`src/hw/crs_pkg.sv`:
```
// Constants and carrier types for the receive status channel formatter.
// Assumes a 40 MHz system clock and a 2048 kbit/s serial status stream.
package crs_pkg;
  // Clock rate and the printed times in milliseconds
  localparam int unsigned CLK_HZ      = 40_000_000;
  localparam int unsigned ERR_HOLD_MS = 128;
  localparam int unsigned CRC_SEC_MS  = 1000;
  localparam int unsigned CRC_HIGH_MS = 8;
  localparam int unsigned REF_TOUT_MS = 8;
  // Cycle counts derived from the times (all above 4096, so top parameters)
  localparam int unsigned ERR_HOLD_CYC = CLK_HZ / 1000 * ERR_HOLD_MS;
  localparam int unsigned CRC_SEC_CYC  = CLK_HZ / 1000 * CRC_SEC_MS;
  localparam int unsigned CRC_HIGH_CYC = CLK_HZ / 1000 * CRC_HIGH_MS;
  localparam int unsigned REF_TOUT_CYC = CLK_HZ / 1000 * REF_TOUT_MS;
  // Channel numbers of the five status bytes
  localparam logic [4:0] CH_NFAS = 5'h11;
  localparam logic [4:0] CH_STATUS1 = 5'h12;
  localparam logic [4:0] CH_PHASE   = 5'h13;
  localparam logic [4:0] CH_CRC     = 5'h14;
  localparam logic [4:0] CH_STATUS2 = 5'h15;
  localparam logic [2:0] NUM_BYTES = 3'h5;
  // Phase slot limits for the ninth phase bit
  localparam logic [4:0] SLOT_LAST = 5'h1F;
  localparam logic [4:0] SLOT_FIRST = 5'h00;
  // Error threshold, fixed levels and reset values
  localparam logic [4:0] ERR_THRESH = 5'h10;
  localparam logic       IDLE_LEVEL = 1'b1;
  localparam logic       UNUSED_BIT = 1'b0;
  localparam logic [7:0] EMPTY_BYTE = 8'hFF;
  localparam logic [7:0] BYTE_RST   = 8'h00;
  localparam logic [7:0] CRC_MAX    = 8'hFF;
  // Buffer shape
  localparam int unsigned FIFO_W = 8;
  localparam int unsigned FIFO_D = 8;
  // Events and levels from the receive framer, same clock domain
  typedef struct packed {
    logic       frame_lock_lost;
    logic       multiframe_lock_lost;
    logic       fas_err;
    logic       slip;
    logic       rx_all_ones_alarm;
    logic       rx_slot16_all_ones_alarm;
    logic       crc_err;
    logic       crc_mf_lock;
    logic       rx_multiframe_pulse;
    logic       spare_bit_frame13;
    logic       spare_bit_frame15;
    logic       nfas_valid;
    logic [7:0] nfas_byte;
    logic       tx_8khz_timing_out;
  } crs_rx_evt_t;
endpackage

```
`src/hw/crs_status.sv`:
```
// Receive status channel formatter: builds channel 17 to 21 status bytes
// and shifts them onto the serial status stream through an 8-word FIFO.
// Assumes framer events arrive on clk_sys; bus clock, frame pulse and the
// external status pin are asynchronous pins.
`timescale 1ns/100ps

module crs_fifo
#(
  parameter int unsigned W = 8,
  parameter int unsigned D = 8
)
(
  input  wire logic         clk_sys,
  input  wire logic         rst,
  input  wire logic [W-1:0] in_data,
  input  wire logic         in_valid,
  output logic              in_ready,
  output logic [W-1:0]      out_data,
  output logic              out_valid,
  input  wire logic         out_ready
);
  localparam int unsigned AW = $clog2(D);
  logic [W-1:0] mem [D];      // Storage words
  logic [AW:0]  wp;           // Write pointer with wrap bit
  logic [AW:0]  rp;           // Read pointer with wrap bit
  logic [AW:0]  next_wp;
  logic [AW:0]  next_rp;
  logic         full;
  logic         empty;

  // Full when pointers match apart from the wrap bit
  always_comb
  begin
    full      = (wp[AW] != rp[AW]) && (wp[AW-1:0] == rp[AW-1:0]);
    empty     = (wp == rp);
    in_ready  = !full;
    out_valid = !empty;
    out_data  = mem[rp[AW-1:0]];
    next_wp   = (in_valid && !full) ? wp + 1'b1 : wp;
    next_rp   = (out_ready && !empty) ? rp + 1'b1 : rp;
  end

  // Pointers registered; memory written on accepted pushes
  always_ff @(posedge clk_sys)
  begin
    if (rst)
    begin
      wp <= '0;
      rp <= '0;
    end
    else
    begin
      wp <= next_wp;
      rp <= next_rp;
    end
    if (in_valid && !full)
      mem[wp[AW-1:0]] <= in_data;
  end
endmodule

module crs_status
#(
  parameter int unsigned ERR_HOLD = crs_pkg::ERR_HOLD_CYC,
  parameter int unsigned CRC_SEC  = crs_pkg::CRC_SEC_CYC,
  parameter int unsigned CRC_HIGH = crs_pkg::CRC_HIGH_CYC,
  parameter int unsigned REF_TOUT = crs_pkg::REF_TOUT_CYC
)
(
  input  wire logic                 clk_sys,
  input  wire logic                 rst,
  input  wire logic                 bus_clk_pin,
  input  wire logic                 frame_pulse_n_pin,
  input  wire logic                 external_status_pin,
  input  wire logic                 maint_enable,
  input  wire crs_pkg::crs_rx_evt_t evt,
  output logic                      status_serial_output,
  output logic                      status_drive_en
);

  // True for a slot that belongs to this block
  function automatic logic own_slot(input logic [4:0] s);
    own_slot = (s >= crs_pkg::CH_NFAS) && (s <= crs_pkg::CH_STATUS2);
  endfunction

  // Pin synchronisers; stage one is read only by stage two
  logic [1:0] clk_sy, fp_sy, xs_sy;
  logic       clk_d;          // Delayed synced bus clock for edge
  logic       tick;           // One bit time of the serial stream
  logic       sof;            // First bit of a frame
  logic [7:0] cnt, next_cnt;  // Slot in [7:3], bit in [2:0]
  always_comb
  begin
    tick     = clk_sy[1] && !clk_d;
    sof      = tick && !fp_sy[1];
    next_cnt = sof ? 8'h00 : (tick ? cnt + 8'h01 : cnt);
  end

  // Status state
  logic [7:0]  nfas_q, next_nfas_q;     // Channel 17 copy
  logic        err_tgl, next_err_tgl;   // Alignment error toggle
  logic [4:0]  err_cnt, next_err_cnt;   // Errors since last toggle
  logic [25:0] err_hold, next_err_hold; // Holdoff left after a toggle
  logic        slip_tgl, next_slip_tgl;
  logic        xs_q, next_xs_q;         // External status sample
  logic [7:0]  crc_cnt, next_crc_cnt;
  logic [25:0] sec_cnt, next_sec_cnt;   // Position in one second
  logic        timer_bit, next_timer_bit;
  logic        si13_q, next_si13_q, si15_q, next_si15_q;
  logic        ref_q, next_ref_q;       // CRC reframe flag
  logic        ref_arm, next_ref_arm;
  logic [25:0] ref_cnt, next_ref_cnt;
  logic        fll_d;                   // Delayed frame lock lost
  logic        tx8k_d;                  // Delayed transmit 8 kHz timing
  logic [7:0]  phase_q, next_phase_q;
  logic        phase_msb, next_phase_msb;
  logic        sec_end;
  logic        tx8k_rise;

  always_comb
  begin
    sec_end        = (sec_cnt == 26'(CRC_SEC - 1));
    tx8k_rise      = evt.tx_8khz_timing_out && !tx8k_d;
    // Channel 17 refresh on each non-alignment frame
    next_nfas_q    = evt.nfas_valid ? evt.nfas_byte : nfas_q;
    // Error count; holdoff keeps toggles 128 ms apart
    next_err_tgl   = err_tgl;
    next_err_hold  = (err_hold != 26'h0) ? err_hold - 26'h1 : err_hold;
    next_err_cnt   = (evt.fas_err && err_cnt < crs_pkg::ERR_THRESH) ? err_cnt + 5'h01
                                                                    : err_cnt;
    if (err_cnt >= crs_pkg::ERR_THRESH && err_hold == 26'h0)
    begin
      next_err_tgl  = !err_tgl;
      next_err_cnt  = evt.fas_err ? 5'h01 : 5'h00;
      next_err_hold = 26'(ERR_HOLD - 1);
    end
    next_slip_tgl  = evt.slip ? !slip_tgl : slip_tgl;
    next_xs_q      = sof ? xs_sy[1] : xs_q;
    // CRC counter wraps; a new error beats the per-second clear
    next_crc_cnt   = crc_cnt;
    if (maint_enable && sec_end)
      next_crc_cnt = crs_pkg::BYTE_RST;
    if (evt.crc_err)
      next_crc_cnt = next_crc_cnt + 8'h01;
    // Second timer: flag high for the last 8 ms, falls at wrap
    next_sec_cnt   = sec_end ? 26'h0 : sec_cnt + 26'h1;
    next_timer_bit = (next_sec_cnt >= 26'(CRC_SEC - CRC_HIGH));
    next_si15_q    = evt.rx_multiframe_pulse ? evt.spare_bit_frame15 : si15_q;
    next_si13_q    = evt.rx_multiframe_pulse ? evt.spare_bit_frame13 : si13_q;
    // Reframe watchdog started when frame alignment returns
    next_ref_arm   = ref_arm;
    next_ref_cnt   = ref_cnt;
    next_ref_q     = ref_q;
    if (fll_d && !evt.frame_lock_lost)
    begin
      next_ref_arm = 1'b1;
      next_ref_cnt = 26'h0;
    end
    else if (ref_arm)
      next_ref_cnt = ref_cnt + 26'h1;
    if (evt.crc_mf_lock || evt.frame_lock_lost)
      next_ref_arm = 1'b0;
    if (ref_arm && !evt.crc_mf_lock && ref_cnt == 26'(REF_TOUT - 1))
    begin
      next_ref_q   = maint_enable;
      next_ref_arm = 1'b0;
    end
    if (!maint_enable || evt.crc_mf_lock)
      next_ref_q   = 1'b0;
    // Phase latched on the transmit timing rising edge
    next_phase_q   = tx8k_rise ? cnt : phase_q;
    next_phase_msb = phase_msb;
    if (tx8k_rise &&
        ((phase_q[7:3] == crs_pkg::SLOT_LAST && cnt[7:3] == crs_pkg::SLOT_FIRST) ||
         (phase_q[7:3] == crs_pkg::SLOT_FIRST && cnt[7:3] == crs_pkg::SLOT_LAST)))
      next_phase_msb = !phase_msb;
  end

  // Status registers; reset gives a quiet, unlocked picture
  always_ff @(posedge clk_sys)
  begin
    if (rst)
    begin
      clk_sy <= '0; fp_sy <= '1; xs_sy <= '0; clk_d <= 1'b0;
      cnt <= 8'h00; nfas_q <= crs_pkg::BYTE_RST; err_tgl <= 1'b0;
      err_cnt <= 5'h00; err_hold <= 26'h0; slip_tgl <= 1'b0; xs_q <= 1'b0;
      crc_cnt <= crs_pkg::BYTE_RST; sec_cnt <= 26'h0; timer_bit <= 1'b0;
      si13_q <= 1'b0; si15_q <= 1'b0; ref_q <= 1'b0; ref_arm <= 1'b0;
      ref_cnt <= 26'h0; fll_d <= 1'b0; tx8k_d <= 1'b0;
      phase_q <= crs_pkg::BYTE_RST; phase_msb <= 1'b0;
    end
    else
    begin
      clk_sy <= {clk_sy[0], bus_clk_pin};
      fp_sy <= {fp_sy[0], frame_pulse_n_pin};
      xs_sy <= {xs_sy[0], external_status_pin};
      clk_d <= clk_sy[1]; cnt <= next_cnt; nfas_q <= next_nfas_q;
      err_tgl <= next_err_tgl; err_cnt <= next_err_cnt;
      err_hold <= next_err_hold; slip_tgl <= next_slip_tgl;
      xs_q <= next_xs_q; crc_cnt <= next_crc_cnt; sec_cnt <= next_sec_cnt;
      timer_bit <= next_timer_bit; si13_q <= next_si13_q;
      si15_q <= next_si15_q; ref_q <= next_ref_q; ref_arm <= next_ref_arm;
      ref_cnt <= next_ref_cnt; fll_d <= evt.frame_lock_lost;
      tx8k_d <= evt.tx_8khz_timing_out; phase_q <= next_phase_q;
      phase_msb <= next_phase_msb;
    end
  end

  // Loader pushes the five bytes at each frame start; stalls on full
  logic [2:0] ld_idx, next_ld_idx;
  logic       ld_busy, next_ld_busy;
  logic [7:0] ld_byte;
  logic       f_in_ready, f_out_valid, f_out_ready;
  logic [7:0] f_out_data;
  always_comb
  begin
    case (ld_idx)
      3'h0: ld_byte = nfas_q;
      3'h1: ld_byte = {evt.frame_lock_lost,
                       evt.multiframe_lock_lost,
                       err_tgl, slip_tgl,
                       evt.rx_all_ones_alarm,
                       evt.rx_slot16_all_ones_alarm,
                       xs_q, crs_pkg::UNUSED_BIT};
      3'h2: ld_byte = phase_q;
      3'h3: ld_byte = crc_cnt;
      3'h4: ld_byte = {si15_q, si13_q, crs_pkg::UNUSED_BIT,
                       crs_pkg::UNUSED_BIT, timer_bit, ref_q,
                       !evt.crc_mf_lock, phase_msb};
      default: ld_byte = crs_pkg::EMPTY_BYTE;
    endcase
    next_ld_idx  = ld_idx;
    next_ld_busy = ld_busy;
    if (ld_busy && f_in_ready)
    begin
      next_ld_idx  = ld_idx + 3'h1;
      next_ld_busy = (ld_idx != crs_pkg::NUM_BYTES - 3'h1);
    end
    if (sof && !ld_busy)
    begin
      next_ld_idx  = 3'h0;
      next_ld_busy = 1'b1;
    end
  end

  crs_fifo #(.W(crs_pkg::FIFO_W), .D(crs_pkg::FIFO_D)) u_fifo
  (
    .clk_sys   (clk_sys),
    .rst       (rst),
    .in_data   (ld_byte),
    .in_valid  (ld_busy),
    .in_ready  (f_in_ready),
    .out_data  (f_out_data),
    .out_valid (f_out_valid),
    .out_ready (f_out_ready)
  );

  // Shifter: takes a byte at bit 0 of each owned slot, MSB first
  logic [7:0] sh, next_sh;
  logic       next_out, next_en;
  always_comb
  begin
    f_out_ready = tick && own_slot(next_cnt[7:3]) && next_cnt[2:0] == 3'h0;
    next_sh     = sh;
    next_out    = status_serial_output;
    next_en     = status_drive_en;
    if (tick)
    begin
      if (!own_slot(next_cnt[7:3]))
      begin
        next_out = crs_pkg::IDLE_LEVEL;
        next_en  = 1'b0;
      end
      else if (next_cnt[2:0] == 3'h0)
      begin
        // An empty buffer sends a fixed idle byte rather than stale data
        next_sh  = f_out_valid ? f_out_data : crs_pkg::EMPTY_BYTE;
        next_out = next_sh[7];
        next_en  = 1'b1;
      end
      else
      begin
        next_sh  = {sh[6:0], crs_pkg::IDLE_LEVEL};
        next_out = sh[6];
        next_en  = 1'b1;
      end
    end
  end

  // Loader and shifter registers
  always_ff @(posedge clk_sys)
  begin
    if (rst)
    begin
      ld_idx <= 3'h0; ld_busy <= 1'b0; sh <= crs_pkg::EMPTY_BYTE;
      status_serial_output <= crs_pkg::IDLE_LEVEL; status_drive_en <= 1'b0;
    end
    else
    begin
      ld_idx <= next_ld_idx; ld_busy <= next_ld_busy; sh <= next_sh;
      status_serial_output <= next_out; status_drive_en <= next_en;
    end
  end
endmodule

```
`config.mk`:
```
export PLATFORM = sky130hd
export DESIGN_NAME = crs_status
export DESIGN_NICKNAME = d
export VERILOG_FILES = /design/src/hw/crs_pkg.sv /design/src/hw/crs_status.sv
export SDC_FILE = /design/constraint.sdc
export NUM_CORES = 1
export LEC_CHECK = 0
export BUFFER_PORTS_ARGS = -buffer_cell sky130_fd_sc_hd__buf_2
export CAP_MARGIN = 20
export CORE_MARGIN = 4
export CORE_UTILIZATION = 40
export DETAILED_ROUTE_END_ITERATION = 10
export GPL_ROUTABILITY_DRIVEN = 0
export PLACE_DENSITY = 0.64
export RECOVER_POWER = 100
export SLEW_MARGIN = 10
export SYNTH_ARGS = -nofsm -noshare
export SYNTH_HDL_FRONTEND = slang
export SYNTH_SLANG_ARGS = --single-unit
```
`constraint.sdc`:
```
create_clock -name clk_sys -period 2.18 [get_ports clk_sys]
set_clock_uncertainty 0.05 [all_clocks]
set_input_delay 0 -clock clk_sys [delete_from_list [all_inputs] [get_ports clk_sys]]
set_output_delay 0 -clock clk_sys [all_outputs]
set_load 0.02 [all_outputs]
```
## Word level (Yosys, flattened, before mapping)

Memory sizes are Yosys's and may differ from the RTL's. A register that Yosys moved wholly into a read port is not among the register bits.
Index checks and enable logic that the tools add are counted.

| word-level totals | value |
|---|---|
| RAM bits | 64 |
| logic and storage cells | 129 |
| output and inout port bits | 2 |
| input bits | 27 |
| memories kept | 1 |
| register bits after elaboration | 154 |

Memory list:

| memory | depth | width | rd ports | clocked after memory_dff | wr ports | RTL line | source |
|---|---|---|---|---|---|---|---|
| u_fifo.mem | 8 | 8 | 1 | 1 | 1 | crs_status.sv:23 | `logic [W-1:0] mem [D];` |

| operators by class | value |
|---|---|
| add/subtract/negate cells | 9 |
| mux-type cells | 22 |
| $lt $le $gt $ge | 5 |
| reductions and logical operators | 49 |
| equal/unequal tests | 12 |

Operators by type and width:

| kind | number |
|---|---|
| $add 26x1->26 const B | 2 |
| $mux 23 | 2 |
| $mux 8 | 5 |
| $pmux 8 s5 | 1 |
| $eq 26x19->1 const B | 1 |
| $eq 26x26->1 const B | 1 |
| $ge 26x26->1 const B | 1 |
| $logic_not 26->1 | 1 |
| $mux 26 | 1 |
| $reduce_bool 26->1 | 1 |
| $sub 26x1->26 const B | 1 |
| $logic_and 1x1->1 | 19 |
| $add 8x1->8 const B | 2 |
| $logic_not 1->1 | 12 |
| $eq 5x5->1 const B | 2 |
| $ge 5x5->1 const B | 2 |
| $logic_not 5->1 | 2 |
| $mux 5 | 2 |
| $add 4x1->4 const B | 2 |
| $mux 1 | 8 |
| $reduce_or 2->1 | 4 |
| $mux 7 | 1 |
| $eq 3x2->1 const B | 2 |
| $logic_not 3->1 | 2 |
| other kinds (15) | 20 |

## Longest topological paths before layout

| logic depth | value |
|---|---|
| depth after elaboration | 11 |
| gate-level depth with buffers | 10 |
| depth with buffers taken out | 9 |

## Cells and area by module

A second synthesis with hierarchy kept.

| unflattened totals | value |
|---|---|
| cells, all modules | 1002 |
| area, all modules | 10169.8 µm² |

By module, submodules not included:

| module | cells an instance | sequential area each (µm²) | area an instance (µm²) | instances |
|---|---|---|---|---|
| crs_status | 822 | 2922.8 | 7026.7 | 1 |
| crs_fifo | 180 | 2142.1 | 3143.0 | 1 |

## Least setup slack after synthesis

Ideal clock, no wire load.

| timing | value |
|---|---|
| path kind | register to register |
| from | reg u_fifo.wp[0] |
| to | mem u_fifo.mem[0][0] (enable) |
| stages on the path, launching flop included | 7 |
| period minus slack after synthesis | 2412 ps |
| path buffers | 2 |
| path slack | -232 ps |
| required time | 1747 ps |
| setup time | 383 ps |
| arrival time | 1978 ps |
| cells stage by stage | dfxtp_1 -> clkbuf_1 -> xnor2_1 -> a41oi_1 -> clkbuf_1 -> nand2b_1 -> nor3_1 |

| on the way | value |
|---|---|
| cells in the longest elaborated chain, start to end | 6 |

Ends and longest elaborated chain:

| item | RTL line | source |
|---|---|---|
| start: declaration | crs_status.sv:24 | `logic [AW:0] wp;` |
| start signal: assignment | crs_status.sv:53 | `wp <= next_wp;` |
| $eq 3x3->1 | crs_status.sv:34 | `full = (wp[AW] != rp[AW]) && (wp[AW-1:0] == rp[AW-1:0]);` |
| $logic_and 1x1->1 | crs_status.sv:34 |  |
| $logic_not 1->1 | crs_status.sv:56 | `if (in_valid && !full)` |
| $logic_and 1x1->1 | crs_status.sv:56 |  |
| $mux 1 | crs_status.sv:56 |  |
| $mux 1 (implied by the code) | crs_status.sv:57 | `mem[wp[AW-1:0]] <= in_data;` |
| end: declaration | crs_status.sv:23 |  |

Parallel ways exist; a longest one is shown, timed or not.

## Worst setup path in the final report

| timing | value |
|---|---|
| from | reg err_hold[9] |
| to | reg err_hold[22] |

| on the way | value |
|---|---|
| cells in the longest elaborated chain, start to end | 3 |
| elaborated cells on any way between the ends | 7 |
| those cells by class | add/sub: 1; mux: 2; reduce/logical: 4 |

Ends and longest elaborated chain:

| item | RTL line | source |
|---|---|---|
| start: declaration | crs_status.sv:102 | `logic [25:0] err_hold, next_err_hold;` |
| start signal: assignment | crs_status.sv:198 | `err_hold <= next_err_hold; slip_tgl <= next_slip_tgl;` |
| $sub 26x1->26 / $logic_not 26->1 (equally long branches) | crs_status.sv:127, crs_status.sv:130 |  |
| $mux 23 / $logic_and 1x1->1 (equally long branches) | crs_status.sv:127, crs_status.sv:130 |  |
| $mux 23 / $reduce_bool 2->1 (equally long branches) | -- |  |

Parallel ways exist; a longest one is shown, timed or not. The select of a mux whose other input is x is not followed.
A chain may end at the register's enable or synchronous reset.

==> results.ini <==
[logic_synthesis]
synth_top_area_share_pct = 32.3
synth.most_common_cell = dfxtp_1
synth_edf_count = 64
netlist_instances = 956
synth.area.top_cells = dfxtp_1 (32%), edfxtp_1 (20%), nor2_1 (4.9%)
yosysWarnings = 0
yosysSeqAreaShare_pct = 52.0
ys_ff_latch = 221
syn_area_per_cell_um2 = 10.2
syn_area_mm2 = 0.00974
synthArstFlopShare_pct = 0
synth_cell_types = 66
synth_top_area_cell = dfxtp_1
synthFlopType = dfxtp_1
synth_nets = 997
synthTopCellsByCount = dfxtp_1 (157), nor2_1 (127), nand2_1 (72)

[min_path]
worstHoldPathType = in2reg
min_path_cells = 4
worstHoldStart = evt[19]
min_to = u_fifo.mem[2][6]

[worst_setup_path]
worstSetupPathType = reg2reg
cp.required_ns = 2.56
cp-start-kind = flip-flop
crit_chain = or4_4 > or3_4 > or4_4 > nor3_2 > nor3_1 > a211oi_1
critPathMaxFanout = 4
rrSetupSlack_ns = -0.07
rr_worst_depth = 6
crit_slowest_cell = or4_4
crit_arrival_ns = 2.63
crit_top_cell = or4_4
critPathLaunch = err_hold[9]
r2r_start = err_hold[9]
crit_path_end_kind = flip-flop
r2r-end = err_hold[22]
cp_slowest_stage_delay_ns = 0.53

[sta]
slew_violations = 0
maxSlewHeadroom_pct = 45.1
fin_tns_setup_ns = -0.120
rsz0062_at_grt = true
max_freq_ghz = 0.445
tightestPinTransition_ns = 0.823
setup_violations = 3
min_period_over_period_pct = 103
layout_setup_ws_ns = -0.0691
period_needed_ns = 2.25
finalHoldViolations = 0

[floorplan]
die_area_mm2 = 0.0269
fp.dieW_um = 164
coreArea_mm2 = 0.0237
row_count = 56
die_h_um = 164
initial_utilization_pct = 41.1
io_pins = 29

[run_status]
violations = negative setup slack
status = finished with violations

[placement]
dp_hpwl_um = 15100
portBuffers = 28

[final_layout]
diodes = 0
fin_nets = 1163
syn2layout_area_growth_pct = 28.3
drive_gt1_share_pct = 23.8
fill_cells = 2136

[cts]
tritoncts = built
clkTransAtPathRegs_ns = 0.06
cts_buffers = 26
cts_buffer_depth = 3
cts_root_buffer = clkbuf_16
cts.sinks = 221
clk_latency_ns = 0.52
htreeDepth = 1

[global_route]
grt_pass1_wl_um = 38000
grt_max_degree = 77
grt_pass1_vias = 7567
antenna_found_initial = 0
grt_usage_pct = 17.1
grt.overflow.total = 0

[drt]
ant_nets = 0
vias_per_cell = 5.23
drc = 0
drt-wirelength-per-cell_um = 15.2
initialDrtViolationCount = 414
vias = 7641
finalWirelength_um = 22200
firstDrtPassIters = 4

[power_and_ir_drop]
vdd_drop_max_uv = 1030
power_leakage_nw = 4.58
p_per_area_mw_per_mm2 = 868
power.total_mw = 10.8

[job]
drv_cap = 0

==> flip-flops by register name, indices dropped and copies added (netlist names), 2 cells and up, named ones only <==
signal,cells
crc_cnt,8
sh,7
sec_cnt,26
err_hold,26
nfas_q,8
u_fifo.wp,4
phase_q,8
ref_cnt,26
ld_idx,3
u_fifo.mem,64
u_fifo.rp,4
fp_sy,2
err_cnt,5
cnt,8
xs_sy,2
clk_sy,2
==> final cells by class <==
type	instances	area (um2)	area share, %
Tap cell	319	399	3.19
Clock inverter	8	41.3	0.330
Clock buffer	39	792	6.34
Timing Repair Buffer	183	1450	11.6
Sequential cell	221	5080	40.6
Multi-Input combinational cell	668	4650	37.2
Inverter	22	82.6	0.661
==> metrics by stage <==
step | instance area [um2] | cells | hold WS [ns] | setup WS (ns) | util (%)
finish | 12500 | 1460 | 0.0837 | -0.0691 | 52.8
global route | 12500 | 1460 | 0.134 | -0.100 | 52.8
CTS | 12200 | 1451 | 0.0647 | -0.0527 | 51.6
detailed placement | 11000 | 1365 | 0.135 | -0.0988 | 46.4
global placement | 11000 | 1365 | 0.137 | -0.0459 | 46.4
floorplan | 9790 | 956 | 0.0285 | -0.0436 | -
==> worst max-delay path, delay by kind of cell (launching register included) <==
family	cells	cell delay [ns]
compound gates	1	0.20
flops	1	0.32
simple gates	5	1.59
==> layer usage <==
layer | vias to the layer above | wire [um] | part of all wire, % | global-route usage, %
met5 | - | 0 | 0 | 0
met4 | 0 | 593 | 2.7 | 5.26
li1 | 3816 | - | - | -
met3 | 43 | 761 | 3.4 | 2.43
met2 | 117 | 10500 | 47 | 28.1
met1 | 3665 | 10400 | 47 | 23.5
==> report_power, final <==
part / internal [mW] / total [mW] / switching (mW)
clock: 2.49 / 4.12 / 1.62
sequential: 4.41 / 4.56 / 0.148
combinational: 1.07 / 2.16 / 1.09
==> placed cells by master, fill, tap and decap left out, drive strengths merged, types with 9 or more instances in the layout <==
master	instances
dlygate4sd3	39
nor3	32
nand2b	9
nor2	128
nand3	30
or3	13
a211oi	17
buf	143
nor2b	15
o21ai	18
ha	14
edfxtp	64
dfxtp	157
mux2	9
and3	10
o22ai	10
clkbuf	40
nand2	72
nand4	28
mux4	16
xor2	39
mux2i	15
nor4	18
o211ai	11
a21oi	43
inv	22
xnor2	40
==> logic make-up after synthesis <==
family	after synthesis	share of synthesized area (%)
flip-flops	221	52.0
adder cells (fa/ha/maj)	14	1.80
buffers and inverters	67	2.65
AO/OA/AOI/OAI	143	9.76
multiplexers	40	6.28
XOR/XNOR	79	7.10
AND/OR/NAND/NOR	392	20.4
==> how the worst max path moves through the flow <==
stage                        to  slack, ns  depth (start not counted)
2_1_floorplan  u_fifo.mem[1][0]      -0.04                          6
3_3_place_gp          timer_bit      -0.05                          6
3_5_place_dp          timer_bit       -0.1                          6
4_1_cts            err_hold[22]      -0.05                          6
5_1_grt            err_hold[22]      -0.10                          6
6_report           err_hold[22]      -0.07                          6
==> timing repair <==
action                                  4_1_cts  5_1_grt
endpoints found under the setup margin       15       53
pin swaps                                     1       15
endpoints found under the hold margin        61        0
gates cloned                                  0        1
setup buffers                                 0        8
hold buffers                                 39        0
gates resized for setup                       4       48
Power figures use the tool's default switching activity.
